### config.mk
export PLATFORM = sky130hd
export DESIGN_NAME = ofsl_field_latch
export DESIGN_NICKNAME = d
export VERILOG_FILES = /design/src/design/ofsl_pkg.sv /design/src/design/ofsl_period_timer.sv /design/src/design/ofsl_field_latch.sv
export VERILOG_INCLUDE_DIRS = /design/src /design/src/design
export SDC_FILE = /design/constraint.sdc
export NUM_CORES = 1
export LEC_CHECK = 0
export ABC_CLOCK_PERIOD_IN_PS = 2500
export BUFFER_PORTS_ARGS = -buffer_cell sky130_fd_sc_hd__clkbuf_2
export CAP_MARGIN = 20
export CORE_MARGIN = 1.5
export CORE_UTILIZATION = 58
export DETAILED_ROUTE_END_ITERATION = 10
export HOLD_SLACK_MARGIN = 0.1
export PLACE_DENSITY = 0.77
export SLEW_MARGIN = 15
export SYNTH_ARGS = -nofsm -noshare
export SYNTH_HDL_FRONTEND = slang
export SYNTH_SLANG_ARGS = --single-unit
### constraint.sdc
create_clock -name sys_clk -period 2.5 [get_ports sys_clk]
set_clock_uncertainty 0.1 [all_clocks]
set_input_delay 0.375 -clock sys_clk [delete_from_list [all_inputs] [get_ports sys_clk]]
set_output_delay 0.375 -clock sys_clk [all_outputs]
set_load 0.02 [all_outputs]
### src/design/ofsl_defines.svh
// Timing constants and reset values of the field switch latch
`ifndef OFSL_DEFINES_SVH
`define OFSL_DEFINES_SVH

// System clock rate in kHz (40 MHz)
`define OFSL_CLK_KHZ        40000
// Awake window length in microseconds
`define OFSL_AWAKE_US       50
// Sampling period length in milliseconds
`define OFSL_PERIOD_MS      50
// Awake window in clock cycles (longest time, rounded down)
`define OFSL_AWAKE_CYC      ((`OFSL_AWAKE_US * `OFSL_CLK_KHZ) / 1000)
// Sampling period in clock cycles
`define OFSL_PERIOD_CYC     (`OFSL_PERIOD_MS * `OFSL_CLK_KHZ)
// Primary output level after reset (inactive)
`define OFSL_OUT_RST        1'b1
// Bit positions of the synchronised front-end word
`define OFSL_B_S_OP         0
`define OFSL_B_N_OP         1
`define OFSL_B_S_REL        2
`define OFSL_B_N_REL        3
`define OFSL_B_SLOW         4
`define OFSL_SYNC_W         5

`endif

### src/design/ofsl_pkg.sv
// Types shared by the field switch latch modules
`include "ofsl_defines.svh"

package ofsl_pkg;

    // Sample cycle states, Gray coded along awake, capture, sleep
    typedef enum logic [1:0] {
        ST_AWAKE   = 2'b00,
        ST_CAPTURE = 2'b01,
        ST_SLEEP   = 2'b11
    } ofsl_state_t;

    // Register state of the latch module
    typedef struct packed {
        logic [`OFSL_SYNC_W-1:0] meta;
        logic [`OFSL_SYNC_W-1:0] sync;
        ofsl_state_t             state;
        logic                    primary;
        logic                    valid;
        logic                    skip;
        logic                    first_done;
        logic                    strobe;
    } ofsl_latch_st_t;

endpackage

### src/design/ofsl_period_timer.sv
// Free-running period timer producing the awake window
`timescale 1ns/1ps
`include "ofsl_defines.svh"

module ofsl_period_timer #(
    parameter int PERIOD_CYC = `OFSL_PERIOD_CYC,
    parameter int AWAKE_CYC  = `OFSL_AWAKE_CYC
) (
    input  wire logic sys_clk,
    input  wire logic rst_b,
    output logic      awake,
    output logic      awake_fall
);

    localparam int CW = $clog2(PERIOD_CYC + 1);
    localparam logic [CW-1:0] LAST  = CW'(PERIOD_CYC - 1);
    localparam logic [CW-1:0] AWAKE = CW'(AWAKE_CYC);

    typedef struct packed {
        logic [CW-1:0] cnt;
        logic          awake;
        logic          fall;
    } ofsl_tmr_st_t;

    ofsl_tmr_st_t st_ff;
    ofsl_tmr_st_t nxt_st;

    always_comb begin
        nxt_st       = st_ff;
        nxt_st.cnt   = (st_ff.cnt == LAST) ? '0 : st_ff.cnt + CW'(1);
        nxt_st.awake = (nxt_st.cnt < AWAKE);
        nxt_st.fall  = st_ff.awake & ~nxt_st.awake;
    end

    always_ff @(posedge sys_clk) begin
        if (!rst_b) begin
            st_ff.cnt   <= '0;
            st_ff.awake <= 1'b1;
            st_ff.fall  <= 1'b0;
        end else begin
            st_ff <= nxt_st;
        end
    end

    assign awake      = st_ff.awake;
    assign awake_fall = st_ff.fall;

endmodule

### src/design/ofsl_field_latch.sv
// Duty-cycled sample and hysteresis latch of the omnipolar field switch
`timescale 1ns/1ps
`include "ofsl_defines.svh"

module ofsl_field_latch #(
    parameter int PERIOD_CYC = `OFSL_PERIOD_CYC,
    parameter int AWAKE_CYC  = `OFSL_AWAKE_CYC
) (
    input  wire logic sys_clk,
    input  wire logic rst_b,
    input  wire logic above_south_operate,
    input  wire logic below_north_operate,
    input  wire logic below_south_release,
    input  wire logic above_north_release,
    input  wire logic supply_slow_ramp,
    output logic      sense_enable,
    output logic      sample_strobe,
    output logic      output_valid,
    output logic      field_active_low_out,
    output logic      field_inverted_out
);

    ofsl_pkg::ofsl_latch_st_t st_ff;
    ofsl_pkg::ofsl_latch_st_t nxt_st;

    logic                    awake;
    logic                    awake_fall;
    logic [`OFSL_SYNC_W-1:0] pins;
    logic                    operate_hit;
    logic                    release_hit;
    logic                    decisive;
    logic                    take;

    // Awake window and sample instant
    ofsl_period_timer #(
        .PERIOD_CYC (PERIOD_CYC),
        .AWAKE_CYC  (AWAKE_CYC)
    ) u_timer (
        .sys_clk    (sys_clk),
        .rst_b      (rst_b),
        .awake      (awake),
        .awake_fall (awake_fall)
    );

    always_comb begin
        pins                 = '0;
        pins[`OFSL_B_S_OP]   = above_south_operate;
        pins[`OFSL_B_N_OP]   = below_north_operate;
        pins[`OFSL_B_S_REL]  = below_south_release;
        pins[`OFSL_B_N_REL]  = above_north_release;
        pins[`OFSL_B_SLOW]   = supply_slow_ramp;
    end

    assign operate_hit = st_ff.sync[`OFSL_B_S_OP] | st_ff.sync[`OFSL_B_N_OP];
    assign release_hit = st_ff.sync[`OFSL_B_S_REL] & st_ff.sync[`OFSL_B_N_REL];
    assign decisive    = operate_hit | release_hit;
    assign take        = awake_fall && (st_ff.state == ofsl_pkg::ST_AWAKE);

    always_comb begin
        nxt_st        = st_ff;
        nxt_st.meta   = pins;
        nxt_st.sync   = st_ff.meta;
        nxt_st.strobe = 1'b0;
        // Slow ramp seen before first sample
        if (!st_ff.first_done && st_ff.sync[`OFSL_B_SLOW]) begin
            nxt_st.skip = 1'b1;
        end
        case (st_ff.state)
            ofsl_pkg::ST_AWAKE: begin
                if (take) begin
                    nxt_st.state = ofsl_pkg::ST_CAPTURE;
                end
            end
            ofsl_pkg::ST_CAPTURE: begin
                nxt_st.state      = ofsl_pkg::ST_SLEEP;
                nxt_st.first_done = 1'b1;
                nxt_st.strobe     = 1'b1;
                if (!st_ff.first_done && st_ff.skip) begin
                    nxt_st.strobe = 1'b0;
                end else if (operate_hit) begin
                    nxt_st.primary = 1'b0;
                    nxt_st.valid   = 1'b1;
                end else if (release_hit) begin
                    nxt_st.primary = 1'b1;
                    nxt_st.valid   = 1'b1;
                end
            end
            ofsl_pkg::ST_SLEEP: begin
                if (awake) begin
                    nxt_st.state = ofsl_pkg::ST_AWAKE;
                end
            end
            default: begin
                nxt_st.state = ofsl_pkg::ST_AWAKE;
            end
        endcase
    end

    always_ff @(posedge sys_clk) begin
        if (!rst_b) begin
            st_ff.meta       <= '0;
            st_ff.sync       <= '0;
            st_ff.state      <= ofsl_pkg::ST_AWAKE;
            st_ff.primary    <= `OFSL_OUT_RST;
            st_ff.valid      <= 1'b0;
            st_ff.skip       <= 1'b0;
            st_ff.first_done <= 1'b0;
            st_ff.strobe     <= 1'b0;
        end else begin
            st_ff <= nxt_st;
        end
    end

    assign sense_enable         = awake;
    assign sample_strobe        = st_ff.strobe;
    assign output_valid         = st_ff.valid;
    assign field_active_low_out = st_ff.primary;
    assign field_inverted_out   = ~st_ff.primary;

endmodule

==> results.md, run 1 <==
* Core Area at 0.002758 mm2
* Initial Util at 61.39%
* Max-cap violation count at 0
* Via count at 1312
* Most common cell after layout, fill and taps aside: dfxtp_1
* Grt ovf at 0
* Final period util at 91.18%
* Top-Level Pins at 12
* R2R depth at 7
* Max frequency at 438.7 MHz
* Overall die height at 57.03 um
* Util after Layout at 67.92%
* Post-synth design cell area at 0.001693 mm2
* Worst-path fanout max at 7
* Mapped Avg Cell Area at 8.817 um2
* Clk slew on worst S/H paths at 0.13 ns
* Min-Delay Endpoint: nxt_st[11]
* Worst path arrival time at 2.44 ns
* Max Slew Vio Count at 0
* Non-Filler Instances at 234
* Share of layout cells above drive strength 1 at 14.78%
* CTS Buf Count at 5
* Mapped Cells at 192
* Top-area cell type share of the netlist area at 47.30%
* Clock latency on the worst-skew pair at 0.35 ns
* Measured slew at the worst slew-check pin at 0.3802 ns
* Post-route ant nets at 0
* PortBufs at 11
* P&R area growth vs syn at 10.64%
* DR pass1 iterations at 4
* Total Routed Length at 3151 um
* Top post-synthesis cells by area: dfxtp_1 47%, nor2_1 6.2%, xnor2_1 6.2%
* Crit path kind: flop to flop
* Gpl congestion at 0.8939
* Postcts setup bufs at 0
* Status: completed
* Vias in the first global route at 1253
* Setup crit start kind: flop
* Total track usage at 21.45%
* Hold Fails Final Rpt at 0
* Number of synthesized flops with an enable pin at 0
* Most common flop cell mapped by yosys: dfxtp_1
* Dpl cells at 226
* Sequential fraction of the synthesis area at 47.30%
* Total power at 0.001044 W
* Hold Crit Depth at 2
* Worst vdd ir at 473.9 uV
* Ys async rst share at 0%
* Unique cell type count in the Yosys netlist at 42
* WL/cell at 13.47 um
* CP Capture Type: flop
* Leakage power at 0.7187 nW
* Synthesized flop and latch total at 40
* CP required at 2.66 ns
* Worst min path class: input port to flop
* Fin Setup TNS at 0 ns
* Net count after synthesis at 200
* Reg-to-reg startpoint: u_timer.st_ff[2]
* TritonCTS clock tree: done
* Die area at 0.003252 mm2
* Vias per inst at 5.607
* First-pass GRT wire length at 5299 um
* Pre-CTS setup slack at 0.06607 ns
* FP Rows at 19
* CTS sink cnt at 40
* Fin crit period at 2.280 ns
* RR Endpoint: u_timer.awake
* Post-detail-place hpwl at 2215 um
* Largest net degree at the start of global routing at 19
* Initial antenna violation count at 0
* RSZ-0062 raised after global routing: no
* Iteration-0 DRC Markers at 29
* Rel. slew slack at 74.39%
* Min-delay src: supply_slow_ramp
* H-tree depth at 2
* CTS root buffer: clkbuf_4
* Layout net count at 210
* N_diodes at 0
* # setup viols final at 0
* Clk buf depth at 2
* Final worst slack at 0.2205 ns
* Chip Width at 57.03 um
* Synth area leader: dfxtp_1
* Ys Warns at 0
* Reg2reg setup slack at 0.22 ns
* DRC errors left at 0
* Most frequent cells in the layout: 40 x dfxtp_1, 28 x nor2_1, 18 x nand2_1
* P per Cell Area at 557.2 mW/mm2
-- per-stage QoR --
| stage | hold slack (ns) | cell area [um2] |
|---|---|---|
| 2_1_floorplan | 0.3119 | 1693 |
| 3_3_place_gp | 0.3154 | 1772 |
| 3_5_place_dp | 0.3186 | 1772 |
| 4_1_cts | 0.1068 | 1838 |
| 5_1_grt | 0.1103 | 1873 |
| 6_report | 0.1159 | 1873 |
-- logic make-up after synthesis --
kind of cell	Yosys count	synth area share, %
buf+inv	16	3.843
flops	40	47.30
xor+xnor	21	10.86
fa+ha+maj	1	0.7390
mux	1	0.5913
compound gates	17	6.949
simple gates	96	29.71
-- state kept, by name, summed over array words and instances (netlist names) --
name                  flops
field_active_low_out      1
nxt_st                    5
output_valid              1
sample_strobe             1
st_ff                     9
u_timer.awake             1
u_timer.awake_fall        1
u_timer.st_ff            21
-- Yosys cell counts, types with 2 or more instances --
cell and number:
dfxtp_1 40, nor2_1 28, nand2_1 18, nand3_1 13, xnor2_1 12, and2_1 11
xor2_1 9, clkbuf_1 6, inv_1 6, nor4_1 6, a21oi_1 4, nand4_1 3
and3_1 2, buf_2 2, clkbuf_2 2, nor2b_1 2, o21ai_0 2, o22ai_1 2
-- how the worst max path moves through the flow --
stage / start / end / slack, ns
final: u_timer.st_ff[2] / u_timer.awake / 0.22
after global routing: u_timer.st_ff[2] / u_timer.awake_fall / 0.04
after CTS: u_timer.st_ff[2] / u_timer.awake_fall / 0.05
after detailed placement: u_timer.st_ff[2] / u_timer.awake_fall / 0.07
after global placement: u_timer.st_ff[2] / u_timer.awake_fall / 0.20
after floorplan: u_timer.st_ff[2] / u_timer.awake_fall / 0.32
-- where the power goes --
part / total, W / internal, W / switching [W]
registers: 0.000656 / 0.000650 / 0.00000678
logic: 0.0000356 / 0.0000160 / 0.0000196
clock network: 0.000352 / 0.000137 / 0.000215
total: 0.00104 / 0.000802 / 0.000242
-- layer usage --
metal  GRT usage [%]  part of all wire [%]
met3           7.710                   5.5
met1           25.40                    45
met5               0                     0
met4           10.30                   3.5
met2           34.65                    46
-- what timing repair did --
item | in CTS | in global routing
gates resized for setup | 0 | 5
setup endpoints to repair | 0 | 2
hold buffers | 0 | 0
-- critical path, cell delays in order (launching register included) --
cell and delay (ns):
dfxtp_1 0.41, ha_1 0.30, nand3_2 0.24, nor4_1 0.32, a311oi_1 0.11, a311o_1 0.36
and4_4 0.18, o22a_1 0.16
-- final cells by class --
type,instances,area (um2)
inverters,6,22.52
well taps,31,38.79
repair buffers,13,82.58
clock buffers,6,51.30
multi-input cells,136,862.1
fillers,226,884.6
clock inverters,2,15.01
flip-flops and latches,40,800.8
No activity file was read; power rests on OpenSTA's default activity.
==> inputs of run 2 (changes only) <==
ABC_CLOCK_PERIOD_IN_PS = 2900   (was 2500)
CORE_UTILIZATION = 60   (was 58)
GPL_TIMING_DRIVEN = 0   (was unset)
PLACE_DENSITY = unset   (was 0.77)
PLACE_DENSITY_LB_ADDON = 0.12   (was unset)
clock period = 2.9 ns   (was 2.5 ns; I/O delays follow)
==> results.md, run 2 (synthesis results as in run 1) <==
* Status: completed
* N_diodes at 0
* Grt ovf at 0
* CTS Buf Count at 5
* Clock latency on the worst-skew pair at 0.34 ns
* TritonCTS clock tree: done
* Iteration-0 DRC Markers at 47
* Fin crit period at 2.538 ns
* Post-detail-place hpwl at 2232 um
* Register with the most flip-flops: u_timer.st_ff
* Postcts setup bufs at 0
* Max frequency at 394.0 MHz
* CTS root buffer: clkbuf_4
* Most frequent cells in the layout: 40 x dfxtp_1, 28 x nor2_1, 18 x nand2_1
* Register Area at 800.8 um2
* Vias per inst at 5.429
* # setup viols final at 0
* Core Area at 0.002710 mm2
* Gpl congestion at 0.8765
* CTS-repair resized insts at 0
* Most common cell after layout, fill and taps aside: dfxtp_1
* P per Cell Area at 465.7 mW/mm2
* CTS Hold Bufs at 0
* Initial Util at 62.47%
* CP Capture Type: flop
* CP required at 3.03 ns
* Worst path arrival time at 2.66 ns
* Crit path kind: flop to flop
* FP Rows at 19
* Area occupied by multi-input gates at 827.0 um2
* Largest net degree at the start of global routing at 13
* DR pass1 iterations at 4
* Worst min path class: input port to flop
* Layout net count at 217
* Share of layout cells above drive strength 1 at 12.92%
* Worst vdd ir at 411.2 uV
* Critical path origin: u_timer.st_ff[2]
* Fin Hold WS at 0.1849 ns
* Clk buf depth at 2
* Post-route ant nets at 0
* Overall die height at 56.12 um
* Reg-to-reg startpoint: u_timer.st_ff[2]
* Worst-path fanout max at 10
* Max Slew Vio Count at 0
* Top-Level Pins at 12
* Setup crit start kind: flop
* Initial antenna violation count at 0
* Vias in the first global route at 1203
* Via count at 1303
* Util after Layout at 67.59%
* H-tree depth at 2
* Fill count at 227
* DRC errors left at 0
* Fin Setup TNS at 0 ns
* Leakage power at 0.6899 nW
* Total Routed Length at 2955 um
* Chip Width at 56.12 um
* PortBufs at 10
* RSZ-0062 raised after global routing: no
* First-pass GRT wire length at 5119 um
* Final period util at 87.51%
* Min-delay src: supply_slow_ramp
* Rel. slew slack at 62.19%
* Max-cap violation count at 0
* WL/cell at 12.31 um
* Largest register FFs at 21
* Die area at 0.003149 mm2
* Clk slew on worst S/H paths at 0.11 ns
* Measured slew at the worst slew-check pin at 0.5625 ns
* Total track usage at 20.94%
* Hold Fails Final Rpt at 0
* P&R area growth vs syn at 8.204%
* CTS sink cnt at 40
## run 2: cell types whose count changed in the layout (fill, tap and decap cells not counted), sizes merged
cell / change
clkbuf: +6
clkinv: +1
clkinvlp: -1
## run 2: critical path, stage by stage, from the launching register on
cell and delay (ns):
dfxtp_1 0.40, ha_1 0.30, nand3_1 0.27, nor2_1 0.34, nand4_1 0.23, nand2_1 0.27, clkbuf_1 0.40, nor2_1 0.10
## run 2: cell type report
cell class | count | share of cell area (%)
well taps | 31 | 2.117
flip-flops and latches | 40 | 43.72
clock buffers | 5 | 2.049
repair buffers | 10 | 2.732
clock inverters | 2 | 0.6831
multi-input cells | 136 | 45.15
plain buffers | 10 | 2.322
inverters | 6 | 1.230
## run 2: per-layer routing
layer | up-vias | GRT usage (%) | share of wire [%]
li1 | 683 | - | -
met1 | 599 | 26.01 | 47
met2 | 16 | 34.29 | 49
met3 | 5 | 6.744 | 3.2
met4 | 0 | 7.143 | 1.0
met5 | - | 0 | 0
## run 2: stage by stage
stage                     setup WS (ns)  cells  instance area (um2)  power (W)
after floorplan                  0.7240    192                 1693  0.0005968
after global placement           0.4383    233                 1782  0.0006050
after detailed placement         0.3945    233                 1782  0.0006067
after CTS                        0.3832    240                 1832  0.0008653
after global routing             0.1701    240                 1832  0.0008933
final                            0.3622    240                 1832  0.0008531
## run 2: power by group
group	internal (W)	leakage, nW	switching [W]	total, W
clock	0.0000884	0.0271	0.000171	0.000259
combinational	0.0000118	0.338	0.0000164	0.0000282
sequential	0.000560	0.325	0.00000562	0.000565
## run 2: final timing paths
path,cells past startpoint,to,slack (ns)
min,2,nxt_st[11],0.18
max,7,u_timer.st_ff[11],0.36
max reg2reg,7,u_timer.st_ff[11],0.36
min reg2reg,1,st_ff[11],0.34
==> inputs of run 3 (changes only) <==
==> constraint.sdc (replaced) <==
create_clock -name sys_clk -period 2.9 [get_ports sys_clk]
set_clock_uncertainty 0.1 [all_clocks]
set_input_delay 0.29 -clock sys_clk [delete_from_list [all_inputs] [get_ports sys_clk]]
set_output_delay 0.29 -clock sys_clk [all_outputs]
set_load 0.02 [all_outputs]
==> results.md, run 3 (synthesis results as in run 1) <==
* Max frequency at 395.1 MHz
* RSZ-0062 raised after global routing: no
* Postcts setup bufs at 0
* CTS root buffer: clkbuf_4
* Via count at 1333
* Worst path arrival time at 2.66 ns
* DR pass1 iterations at 4
* Post-detail-place hpwl at 2232 um
* Core Area at 0.002710 mm2
* Register with the most flip-flops: u_timer.st_ff
* Total track usage at 21.43%
* Iteration-0 DRC Markers at 62
* WL/cell at 12.33 um
* Crit path kind: flop to flop
* N_diodes at 0
* # setup viols final at 0
* Fin Setup TNS at 0 ns
* Clock latency on the worst-skew pair at 0.35 ns
* Measured slew at the worst slew-check pin at 0.5571 ns
* Largest net degree at the start of global routing at 13
* P per Cell Area at 456.5 mW/mm2
* Overall die height at 56.12 um
* Post-route ant nets at 0
* Most frequent cells in the layout: 40 x dfxtp_1, 28 x nor2_1, 18 x nand2_1
* P&R area growth vs syn at 11.16%
* Top-Level Pins at 12
* TritonCTS clock tree: done
* Vias in the first global route at 1240
* CP required at 3.03 ns
* DRC errors left at 0
* Max Slew Vio Count at 0
* Initial Util at 62.47%
* CTS-repair resized insts at 0
* Worst-path fanout max at 10
* Fin crit period at 2.531 ns
* Grt ovf at 0
* Gpl congestion at 0.8765
* Chip Width at 56.12 um
* Share of layout cells above drive strength 1 at 12.62%
* CP Capture Type: flop
* Clk slew on worst S/H paths at 0.11 ns
* Most common cell after layout, fill and taps aside: dfxtp_1
* Layout net count at 222
* Initial antenna violation count at 0
* First-pass GRT wire length at 5244 um
* Max-cap violation count at 0
* Setup crit start kind: flop
* CTS sink cnt at 40
* Vias per inst at 5.441
* Status: completed
* H-tree depth at 2
* PortBufs at 10
* Total power at 0.0008590 W
* Worst vdd ir at 411.6 uV
* Leakage power at 0.7108 nW
* Rel. slew slack at 62.55%
* CTS Buf Count at 5
* Total Routed Length at 3020 um
* Largest register FFs at 21
* Die area at 0.003149 mm2
* Clk buf depth at 2
* FP Rows at 19
* Final period util at 87.29%
* Worst min path class: input port to flop
* CTS Hold Bufs at 5
* Hold Fails Final Rpt at 0
## run 3: cell count changes in the layout (fill, tap and decap cells not counted), sizes merged
cell | previous run | this run
dlygate4sd3 | 0 | 5
## run 3: area by class of cell
| class | instances | area [um2] |
|---|---|---|
| buffer | 10 | 42.54 |
| clock buffer | 5 | 37.54 |
| clock inverter | 2 | 12.51 |
| fill | 218 | 828.3 |
| inverter | 6 | 22.52 |
| multi-input combinational | 136 | 827.0 |
| sequential | 40 | 800.8 |
| tap | 31 | 38.79 |
| timing repair buffer | 15 | 100.1 |
## run 3: final timing paths
path / start / cells after the start / to / slack [ns]
setup / recovery: u_timer.st_ff[2] / 7 / u_timer.st_ff[11] / 0.37
hold / removal: rst_b / 3 / st_ff[6] / 0.20
setup reg to reg: u_timer.st_ff[2] / 7 / u_timer.st_ff[11] / 0.37
hold reg to reg: nxt_st[11] / 1 / st_ff[11] / 0.34
## run 3: report_power, final
part / switching, W / total [W] / leakage, nW / internal (W)
clock: 0.000171 / 0.000260 / 0.0271 / 0.0000883
combinational: 0.0000175 / 0.0000337 / 0.359 / 0.0000162
sequential: 0.00000564 / 0.000566 / 0.325 / 0.000560
total: 0.000195 / 0.000859 / 0.711 / 0.000664
## run 3: routing by layer
layer,GRT usage [%],share of wire (%),up-vias
met4,7.143,0.93,0
met3,6.744,3.6,4
li1,-,-,691
met5,0,0,-
met2,35.46,49,21
met1,26.46,46,617
## run 3: critical path, stage by stage, from the launching register on
cell and delay [ns]:
dfxtp_1 0.40, ha_1 0.30, nand3_1 0.27, nor2_1 0.34, nand4_1 0.23, nand2_1 0.27
clkbuf_1 0.40, nor2_1 0.10
## run 3: metrics by stage
| step | utilization [%] | area, um2 | instances | setup slack [ns] | hold slack, ns |
|---|---|---|---|---|---|
| after global routing | 69.44 | 1882 | 245 | 0.1701 | 0.2180 |
| after global placement | 65.74 | 1782 | 233 | 0.4383 | 0.3147 |
| final | 69.44 | 1882 | 245 | 0.3687 | 0.1991 |
| after detailed placement | 65.74 | 1782 | 233 | 0.3945 | 0.3211 |
| after CTS | 69.44 | 1882 | 245 | 0.3832 | 0.1887 |
| after floorplan | - | 1693 | 192 | 0.7240 | 0.3119 |
